<file path="src/core/fault_record_params.svh">
// Purpose: constants for the fault record block readout
// Assumes: byte numbers are table indexes, so data byte k goes out k+1 bytes after the count
// Notes:   definitions only
`ifndef FAULT_RECORD_PARAMS_SVH
`define FAULT_RECORD_PARAMS_SVH

`define FR_BYTE_COUNT      8'hff
`define FR_PTR_BYTE        8'h00
`define FR_RSVD_BYTE       8'h01
`define FR_LOOP_FIRST      8'h37
`define FR_LOOP_LAST       8'hed
`define FR_LAST_BYTE       8'hfe
`define FR_LOOP_LEN        36
`define FR_LOOP_MAX        6'h23
`define FR_LOOP_ZERO_POS   6'h12
`define FR_PRE_LEN         55
`define FR_FILL_BYTE       8'h00
`define FR_PTR_RESET       8'h00

`endif

</file>
<file path="src/core/fault_record_pkg.sv">
// Purpose: types for the fault record block readout
// Assumes: nothing
// Notes:   constants live in fault_record_params.svh
package fault_record_pkg;
    typedef enum logic {
        ST_IDLE,
        ST_SEND
    } fr_state_t;
    typedef logic [7:0] fr_byte_t;
endpackage

</file>
<file path="src/core/fault_record_block_readout.sv">
// Purpose: streams a stored fault record as a block read answer
// Assumes: a bus engine pulls bytes with valid/ready and frames the transfer itself
// Notes:   the first byte is the count, then 255 data bytes, the last flagged by o_last
//          the stores have no reset, so fill them before the first read
// Function
// - send count 0xff, then pointer snapshot byte
// - data bytes counted from zero, after count
// - bytes 55 to 237 replay loop history
// - byte 55 is entry at snapshot index
// - each later byte uses index one lower, 0 wrapping to 35
// - snapshot nine gives flags, temp high, low
// - fixed 36 entry layout, position 18 zero
// - snapshot holds write pointer at fault time
`timescale 1ns/1ns
`include "fault_record_params.svh"

module fault_record_block_readout (
    // clock and reset
    input  wire logic                      i_clk,
    input  wire logic                      i_arst_n,
    // fault capture
    input  wire logic                      i_fault_capture,
    input  wire logic [7:0]                i_log_ptr,
    // loop history store
    input  wire logic                      i_hist_wr,
    input  wire logic [5:0]                i_hist_addr,
    input  wire logic [7:0]                i_hist_data,
    // preamble store
    input  wire logic                      i_pre_wr,
    input  wire logic [5:0]                i_pre_addr,
    input  wire logic [7:0]                i_pre_data,
    // read stream
    input  wire logic                      i_start,
    input  wire logic                      i_ready,
    output logic                           o_valid,
    output fault_record_pkg::fr_byte_t     o_data,
    output logic                           o_last,
    output logic                           o_busy
);
    import fault_record_pkg::*;

    fr_state_t  state_r;
    fr_byte_t   snap_r;
    fr_byte_t   byte_nxt;
    logic [8:0] seq_r;
    logic [5:0] pos_r;
    logic [5:0] pos_nxt;
    logic [7:0] idx_nxt;
    logic       adv;
    logic       launch;
    logic       done;
    logic       step;
    fr_byte_t   hist_mem [`FR_LOOP_LEN];
    fr_byte_t   pre_mem  [`FR_PRE_LEN];

    ////////////////////////////////////////////////////////////////////////////////
    // helpers
    function automatic logic [5:0] pos_dec(input logic [5:0] p);
        if (p == 6'h00) begin
            return `FR_LOOP_MAX;
        end
        return p - 6'h01;
    endfunction

    function automatic logic in_loop(input logic [7:0] k);
        return (k >= `FR_LOOP_FIRST) && (k <= `FR_LOOP_LAST);
    endfunction

    function automatic fr_byte_t hist_byte(input logic [5:0] p);
        if (p > `FR_LOOP_MAX) begin
            return `FR_FILL_BYTE;
        end
        // slot 18 holds no reading, whatever was written there
        if (p == `FR_LOOP_ZERO_POS) begin
            return `FR_FILL_BYTE;
        end
        return hist_mem[p];
    endfunction

    ////////////////////////////////////////////////////////////////////////////////
    // pointer snapshot
    always_ff @(posedge i_clk or negedge i_arst_n) begin
        if (!i_arst_n) begin
            snap_r <= `FR_PTR_RESET;
        end else if (i_fault_capture) begin
            snap_r <= i_log_ptr;
        end
    end

    ////////////////////////////////////////////////////////////////////////////////
    // record storage, layout slot 18 always reads zero
    always_ff @(posedge i_clk) begin
        if (i_hist_wr && (i_hist_addr <= `FR_LOOP_MAX)) begin
            if (i_hist_addr == `FR_LOOP_ZERO_POS) begin
                hist_mem[i_hist_addr] <= `FR_FILL_BYTE;
            end else begin
                hist_mem[i_hist_addr] <= i_hist_data;
            end
        end
    end

    always_ff @(posedge i_clk) begin
        if (i_pre_wr && (i_pre_addr < 6'(`FR_PRE_LEN))) begin
            pre_mem[i_pre_addr] <= i_pre_data;
        end
    end

    ////////////////////////////////////////////////////////////////////////////////
    // next byte selection
    assign adv     = (state_r == ST_SEND) && i_ready;
    assign launch  = (state_r == ST_IDLE) && i_start;
    assign done    = adv && o_last;
    assign step    = adv && !o_last;
    assign idx_nxt = seq_r[7:0];

    always_comb begin
        byte_nxt = `FR_FILL_BYTE;
        pos_nxt  = pos_r;
        if (idx_nxt == `FR_PTR_BYTE) begin
            byte_nxt = snap_r;
        end else if (idx_nxt == `FR_RSVD_BYTE) begin
            byte_nxt = `FR_FILL_BYTE;
        end else if (idx_nxt < `FR_LOOP_FIRST) begin
            byte_nxt = pre_mem[idx_nxt[5:0]];
        end else if (in_loop(idx_nxt)) begin
            byte_nxt = hist_byte(pos_r);
            pos_nxt  = pos_dec(pos_r);
        end
    end

    ////////////////////////////////////////////////////////////////////////////////
    // transfer state
    always_ff @(posedge i_clk or negedge i_arst_n) begin
        if (!i_arst_n) begin
            state_r <= ST_IDLE;
        end else begin
            unique case (state_r)
                ST_IDLE: begin
                    if (i_start) begin
                        state_r <= ST_SEND;
                    end
                end
                // a start while sending is dropped
                ST_SEND: begin
                    if (done) begin
                        state_r <= ST_IDLE;
                    end
                end
            endcase
        end
    end

    ////////////////////////////////////////////////////////////////////////////////
    // table index of the byte loaded at the next take
    // stays at 255 after the final byte until the next start
    always_ff @(posedge i_clk or negedge i_arst_n) begin
        if (!i_arst_n) begin
            seq_r <= 9'h000;
        end else if (launch) begin
            seq_r <= 9'h000;
        end else if (step) begin
            seq_r <= seq_r + 9'h001;
        end
    end

    ////////////////////////////////////////////////////////////////////////////////
    // loop position, loaded from the snapshot at start
    // only the low six snapshot bits address the loop
    always_ff @(posedge i_clk or negedge i_arst_n) begin
        if (!i_arst_n) begin
            pos_r <= 6'h00;
        end else if (launch) begin
            pos_r <= snap_r[5:0];
        end else if (step) begin
            pos_r <= pos_nxt;
        end
    end

    ////////////////////////////////////////////////////////////////////////////////
    // byte offered to the sink, held until taken
    always_ff @(posedge i_clk or negedge i_arst_n) begin
        if (!i_arst_n) begin
            o_valid <= 1'b0;
        end else if (launch) begin
            o_valid <= 1'b1;
        end else if (done) begin
            o_valid <= 1'b0;
        end
    end

    ////////////////////////////////////////////////////////////////////////////////
    // offered byte, the count first
    always_ff @(posedge i_clk or negedge i_arst_n) begin
        if (!i_arst_n) begin
            o_data <= 8'h00;
        end else if (launch) begin
            o_data <= `FR_BYTE_COUNT;
        end else if (step) begin
            o_data <= byte_nxt;
        end
    end

    ////////////////////////////////////////////////////////////////////////////////
    // last flag rides with the final table byte
    always_ff @(posedge i_clk or negedge i_arst_n) begin
        if (!i_arst_n) begin
            o_last <= 1'b0;
        end else if (launch) begin
            o_last <= 1'b0;
        end else if (done) begin
            o_last <= 1'b0;
        end else if (step) begin
            o_last <= (idx_nxt == `FR_LAST_BYTE);
        end
    end

    assign o_busy = (state_r == ST_SEND);

endmodule // fault_record_block_readout

</file>
<file path="config.mk">
export PLATFORM = sky130hd
export DESIGN_NAME = fault_record_block_readout
export DESIGN_NICKNAME = d
export VERILOG_FILES = /design/src/core/fault_record_pkg.sv /design/src/core/fault_record_block_readout.sv
export VERILOG_INCLUDE_DIRS = /design/src /design/src/core
export SDC_FILE = /design/constraint.sdc
export NUM_CORES = 1
export LEC_CHECK = 0
export ABC_AREA = 1
export BUFFER_PORTS_ARGS = -buffer_cell sky130_fd_sc_hd__buf_2
export CORE_MARGIN = 10
export CORE_UTILIZATION = 60
export DETAILED_ROUTE_END_ITERATION = 8
export MAX_ROUTING_LAYER = met4
export PLACE_DENSITY = 0.77
export SLEW_MARGIN = 20
export SYNTH_ARGS = -nofsm -noshare
export SYNTH_HDL_FRONTEND = slang
export SYNTH_SLANG_ARGS = --single-unit
</file>
<file path="constraint.sdc">
create_clock -name i_clk -period 3.65 [get_ports i_clk]
set_clock_uncertainty 0.2 [all_clocks]
set_input_delay 0.5475 -clock i_clk [delete_from_list [all_inputs] [get_ports i_clk]]
set_output_delay 0.5475 -clock i_clk [all_outputs]
set_load 0.02 [all_outputs]
</file>
==> results of run 1 <==
==> synth_stat cells <==
library cell  count  area share [%]
clkinv_1          4           0.046
ha_1              8            0.31
or2_2             1           0.019
o221ai_1          3           0.081
o211ai_1          1           0.023
a21boi_1          1           0.023
o2111ai_1         1           0.027
o22ai_1          14            0.27
a211oi_1          1           0.023
nor2_2            4           0.077
clkbuf_1         42            0.49
and2b_1           1           0.023
a21oi_2           1           0.027
buf_6             4            0.14
inv_1           232             2.7
buf_2            67             1.0
dfrtp_1          33             2.6
a2111oi_0         1           0.027
mux2_2            5            0.17
xor2_1            3           0.081
edfxtp_1        728              68
o31ai_1           9            0.21
nand2_2           2           0.039
buf_4            20            0.46
nor2_1          277             3.2
o21ai_1           3           0.046
nor3_1            7            0.11
inv_2             8           0.093
nand4_1          18            0.35
o21ai_0          84             1.3
nand3_1         349             5.4
a21oi_1          56            0.87
nand2_1        1040              12
o21ai_4           1           0.050
buf_1            12            0.14
==> layer usage <==
| metal | GRT usage, % | up-vias | routed length [µm] |
|---|---|---|---|
| met1 | 32.0 | 10800 | 29900 |
| met4 | 12.1 | 0 | 4000 |
| met3 | 4.48 | 245 | 7090 |
| met5 | - | - | 0 |
| li1 | - | 10300 | - |
| met2 | 43.9 | 1277 | 41100 |
==> worst paths after layout <==
path,from,to,depth (start not counted)
hold reg to reg,o_valid,o_valid,2
setup reg to reg,seq_r[0],o_data[3],13
min in group asynchronous,i_arst_n,pos_r[4],2
max in group asynchronous,i_arst_n,seq_r[0],2
setup / recovery,seq_r[0],o_data[3],13
hold / removal,i_fault_capture,snap_r[4],3
==> state kept, by name (all words and copies together) (netlist names) <==
name	cells
o_last	1
snap_r	8
seq_r	8
o_data	8
o_busy	1
o_valid	1
pre_mem	440
hist_mem	288
pos_r	6
==> through the flow <==
stage | area, µm² | util [%] | hold WS (ps) | power (µW) | cells
finish | 36000 | 67.2 | 76.7 | 24100 | 3873
CTS | 36000 | 67.2 | 56.0 | 24000 | 3873
global placement | 33500 | 62.5 | 279 | 16400 | 3726
detailed placement | 33500 | 62.5 | 288 | 16500 | 3726
global route | 36000 | 67.2 | 70.5 | 25100 | 3873
floorplan | 32400 | - | 51.9 | 14300 | 3041
==> power groups by stage <==
stage | Clock [µW] | Combinational [µW] | Sequential, µW
CTS | 7690 | 6350 | 9990
detailed placement | 0 | 6300 | 10200
finish | 7660 | 6450 | 10000
global route | 8060 | 7070 | 10000
floorplan | 0 | 4240 | 10000
global placement | 0 | 6190 | 10200
==> what timing repair did <==
action,4_1_cts,5_1_grt
hold endpoints to repair,42,0
hold buffers,10,0
setup endpoints to repair,0,0
==> logic make-up after synthesis <==
kind of cell               synth area share [%]
muxes                                     0.174
DFF                                        70.1
and+or+nand+nor                            21.3
buffers and inverters                      5.09
AOI/OAI and AO/OA                          2.97
xor gates and xnor gates                 0.0812
adders and majority gates                 0.309
==> worst reg2reg max path: stages, from the launching register on <==
cell and delay (ps):
dfrtp_4 600, inv_6 490, buf_4 480, buf_4 240
nand2_1 70, nand3_1 70, nand2_1 70, nand2_1 100
a21oi_1 130, nor2_1 130, nand2_1 110, nand2_1 90
nand3_1 90, a21oi_1 160
==> placed cells by master, fill, tap and decap left out, types with 3 or more instances in the layout <==
master / n
nand2_1: 1040
edfxtp_1: 728
nand3_1: 349
nor2_1: 269
inv_1: 232
o21ai_0: 84
clkbuf_16: 79
buf_4: 75
a21oi_1: 56
buf_2: 53
dfrtp_1: 29
clkinv_1: 22
nand4_1: 18
clkbuf_1: 18
o22ai_1: 14
nor2_2: 12
clkinv_2: 10
dlygate4sd3_1: 10
o31ai_1: 9
ha_1: 8
nor3_1: 7
bufinv_16: 6
buf_12: 6
inv_2: 5
mux2_2: 5
inv_6: 3
xor2_1: 3
o221ai_1: 3
dfrtp_4: 3
==> final cells by class <==
class                           instances  area (µm²)
Sequential cell                       761       22700
Fill cell                            3849       17600
Multi-Input combinational cell       1891        8060
Clock buffer                           98        2060
Timing Repair Buffer                  144        1050
Inverter                              244         925
Tap cell                              696         871
Clock inverter                         39         358
==> metrics.md, run 1 <==
| Metric | Value |
|---|---|
| Most common cell on crit path | `nand2_1` |
| Post-Syn Area | `0.0324 mm²` |
| Clk sinks | `761` |
| Setup violations, final | `0` |
| Slew Viols, Final | `0` |
| Leakage | `0.0141 µW` |
| # DRC | `0` |
| WP buf/inv | `3` |
| Reg power frac | `41.5%` |
| Core area | `0.0536 mm²` |
| Largest net degree at the start of global routing | `159` |
| Net Count, Synth | `3,092` |
| Final TNS setup | `0 ps` |
| Post-Syn Instances | `3,041` |
| Family with the most delay on the worst path | `buffers and inverters` |
| Clock share of power | `31.8%` |
| Final Hold Viols | `0` |
| Dpl ws | `634 ps` |
| Post-DP HPWL | `51.1 mm` |
| Root Buffer | `clkbuf_16` |
| Post-CTS Resized | `0` |
| CTS tree | `yes` |
| Starting Density | `60.4%` |
| Total Routing Usage GR | `26.6%` |
| Number of global-route vias before repair | `21,600` |
| GRT overflow | `0` |
| Min Tclk post-route | `3110 ps` |
| Detailed Route Iter0 Violations | `2,784` |
| Longest Clk Path Bufs | `3` |
| Status | `completed` |
| Post CTS Setup Buffer Count | `0` |
| H-tree depth | `3` |
| Synth cell types | `35` |
| Crit path kind | `reg -> reg` |
| HP Class | `in -> reg` |
| Crit Path Max Fanout | `85` |
| Power density cells | `669 mW/mm²` |
| Final worst slack | `540 ps` |
| Critical Path Source Type | `register` |
| Placer Congestion | `0.935` |
| # IOs | `54` |
| CP max stage cell | `dfrtp_4` |
| WP data arrival | `3460 ps` |
| Nets | `3,169` |
| NetSw | `8180 µW` |
| Syn avg cell area | `10.6 µm²` |
| Max cap viols | `0` |
| Drt first pass iters | `6` |
| Worst-path clk slew | `60 ps` |
| Gate power share | `26.8%` |
| CP required | `4000 ps` |
| Switching Share | `33.9%` |
| Max VDD drop | `789 µV` |
| Clk_lat worst skew | `630 ps` |
| Worst slew pin tran | `1020 ps` |
| CTS Buf Count | `76` |
| Worst slew margin | `32.0%` |
| Register area share after synthesis | `70.1%` |
| Fmax | `321 MHz` |
| Critical Path, Cell by Cell | `inv_6, buf_4, buf_4, nand2_1, nand3_1, nand2_1, nand2_1, a21oi_1, nor2_1, nand2_1, nand2_1, nand3_1, a21oi_1` |
| Row count | `85` |
| Die W | `252 µm` |
| Die height | `252 µm` |
| Antenna violations before repair | `0` |
| Synthesis Warnings | `0` |
| Antenna Cells | `0` |
| Area growth, synth to finish | `11.3%` |
| Reg2reg setup slack | `540 ps` |
| CP Capture Type | `register` |
| Largest stage delay, worst path | `600 ps` |
| Die ar. | `0.0636 mm²` |
| Total Wirelength | `82.0 mm` |
| Routed vias | `22,600` |
| Global-route wire length before repair | `126 mm` |
| #FFs+latches synth | `761` |
| Vias per cell | `5.84` |
| Period utilisation layout | `85.2%` |
| PortBufs | `53` |
| Wirelength per Cell | `21.2 µm` |
| Fraction of layout instances using a drive strength above 1 | `8.50%` |
| Antenna Violating Nets Remaining | `0` |
| Pint | `15,900 µW` |
| RSZ-0062 raised after global routing | `no` |
Note: power is estimated with default switching activity, not from simulation.
==> run 2, diff against run 1 <==
--- a/config.mk
+++ b/config.mk
@@ -7,12 +7,12 @@
 export NUM_CORES = 1
 export LEC_CHECK = 0
 export ABC_AREA = 1
-export BUFFER_PORTS_ARGS = -buffer_cell sky130_fd_sc_hd__buf_2
 export CORE_MARGIN = 10
 export CORE_UTILIZATION = 60
 export DETAILED_ROUTE_END_ITERATION = 8
+export DONT_BUFFER_PORTS = 1
 export MAX_ROUTING_LAYER = met4
-export PLACE_DENSITY = 0.77
+export PLACE_DENSITY = 0.76
 export SLEW_MARGIN = 20
 export SYNTH_ARGS = -nofsm -noshare
 export SYNTH_HDL_FRONTEND = slang
==> metrics.md, run 2 (same netlist as run 1, synthesis figures left out) <==
| Metric | Value |
|---|---|
| Vias per cell | `5.85` |
| Status | `completed` |
| Antenna Cells | `0` |
| Leakage | `0.0143 µW` |
| Routed vias | `22,600` |
| Detailed Route Iter0 Violations | `2,542` |
| Die height | `252 µm` |
| CP max stage cell | `dfrtp_4` |
| Final std cells w/o fill | `3,870` |
| Antenna violations before repair | `0` |
| CP required | `3990 ps` |
| Global-route wire length before repair | `128 mm` |
| Nets | `3,165` |
| # DRC | `0` |
| Crit Path Max Fanout | `99` |
| Slew Viols, Final | `0` |
| Final TNS setup | `0 ps` |
| Fmax | `331 MHz` |
| Worst slew margin | `38.5%` |
| Drt first pass iters | `6` |
| Total Routing Usage GR | `26.9%` |
| Power density cells | `660 mW/mm²` |
| Clk sinks | `761` |
| Biggest register | `pre_mem` |
| CTS Buf Count | `75` |
| Max cap viols | `0` |
| Longest Clk Path Bufs | `3` |
| Antenna Violating Nets Remaining | `0` |
| Largest stage delay, worst path | `530 ps` |
| Post-DP HPWL | `49.0 mm` |
| Row count | `85` |
| # IOs | `54` |
| CTS tree | `yes` |
| Core area | `0.0536 mm²` |
| Placed insts | `3,713` |
| Post CTS Setup Buffer Count | `0` |
| Area growth, synth to finish | `12.3%` |
| Setup violations, final | `0` |
| Most common cell after layout, fill and taps aside | `nand2_1` |
| Period utilisation layout | `82.8%` |
| Clk_lat worst skew | `620 ps` |
| GRT overflow | `0` |
| Worst-path clk slew | `60 ps` |
| Starting Density | `60.4%` |
| PortBufs | `0` |
| Placer Congestion | `0.884` |
| Number of global-route vias before repair | `22,500` |
| HP Class | `in -> reg` |
| Die W | `252 µm` |
| RSZ-0062 raised after global routing | `no` |
| Root Buffer | `clkbuf_16` |
| Crit path kind | `reg -> reg` |
| Most frequent cells in the layout | `nand2_1 (1,040), edfxtp_1 (728), nand3_1 (349), nor2_1 (269), inv_1 (232)` |
| Family with the most delay on the worst path | `simple AND/OR/NAND/NOR gates` |
| Most common cell on crit path | `nand2_1` |
| Total Wirelength | `83.2 mm` |
| Regs by FF count | `pre_mem x440, hist_mem x288` |
| Critical Path Source Type | `register` |
| Fraction of layout instances using a drive strength above 1 | `8.54%` |
| Critical Path, Cell by Cell | `inv_6, buf_12, nand2_1, nand3_1, nand2_1, nand2_1, nand2_1, nor2_1, nand2_1, nand3_1, nand2_1, nand2_1, nand3_1, a21oi_1` |
| Max reg flops | `440` |
| WP buf/inv | `2` |
| H-tree depth | `3` |
| Final Hold Viols | `0` |
| Largest net degree at the start of global routing | `145` |
| Min Tclk post-route | `3020 ps` |
| Die ar. | `0.0636 mm²` |
| Worst slew pin tran | `921 ps` |
| Wirelength per Cell | `21.5 µm` |
| Max VDD drop | `449 µV` |
| CP Capture Type | `register` |
| WP data arrival | `3360 ps` |
==> run 2: changes by cell type in the layout (fill, tap and decap cells not counted), moves of 2 or more <==
cell / before / now
clkinv_1: 22 / 17
clkinv_2: 10 / 15
clkbuf_8: 1 / 4
buf_4: 75 / 111
clkinv_8: 2 / 0
buf_2: 53 / 0
buf_16: 0 / 8
buf_12: 6 / 11
==> run 2: repair_timing <==
item	CTS	global route
hold buffers	20	0
resized for setup	0	0
hold endpoints to repair	482	0
setup endpoints to repair	0	0
==> run 2: worst paths after layout <==
path | startpoint | depth (start not counted) | slack (ps) | end
min reg2reg | snap_r[7] | 1 | 340 | snap_r[7]
min in group asynchronous | i_arst_n | 2 | 190 | snap_r[0]
max reg2reg | seq_r[0] | 14 | 630 | o_data[4]
min | i_ready | 3 | 20 | o_last
max in group asynchronous | i_arst_n | 2 | 2870 | seq_r[1]
max | seq_r[0] | 14 | 630 | o_data[4]
==> run 2: per-stage QoR <==
step | hold slack [ps] | setup slack (ps) | total power, µW | utilization (%) | instance area [µm²]
finish | 21.6 | 626 | 24000 | 67.8 | 36300
global route | 51.5 | 481 | 25000 | 67.8 | 36300
CTS | 2.42 | 713 | 23900 | 67.8 | 36300
detailed placement | 54.0 | 742 | 16300 | 62.7 | 33600
global placement | 54.4 | 791 | 16200 | 62.7 | 33600
floorplan | 51.9 | 915 | 14300 | - | 32400
==> run 2: power by group <==
| part | internal [µW] | switching, µW |
|---|---|---|
| clock | 4390 | 3210 |
| combinational | 1810 | 4510 |
| sequential | 9720 | 352 |
==> run 2: layout make-up <==
class	instances	area, µm²
fill	3789	17300
tap	696	871
inverter	244	925
timing repair buffer	141	1380
multi-input combinational	1891	8060
sequential	761	22700
clock inverter	35	293
clock buffer	102	2100
==> run 2: tightest hold or removal path, delay by kind of cell <==
kind / cells / cell delay (ps)
AND/OR/NAND/NOR: 2 / 190
AO/OA/AOI/OAI: 1 / 60
==> run 2: per-layer routing <==
metal	up-vias	GRT usage [%]	share of wire [%]
li1	10300	-	-
met3	252	4.73	8.8
met5	-	-	0
met4	0	13.1	4.9
met1	10800	32.2	37
met2	1210	43.9	49
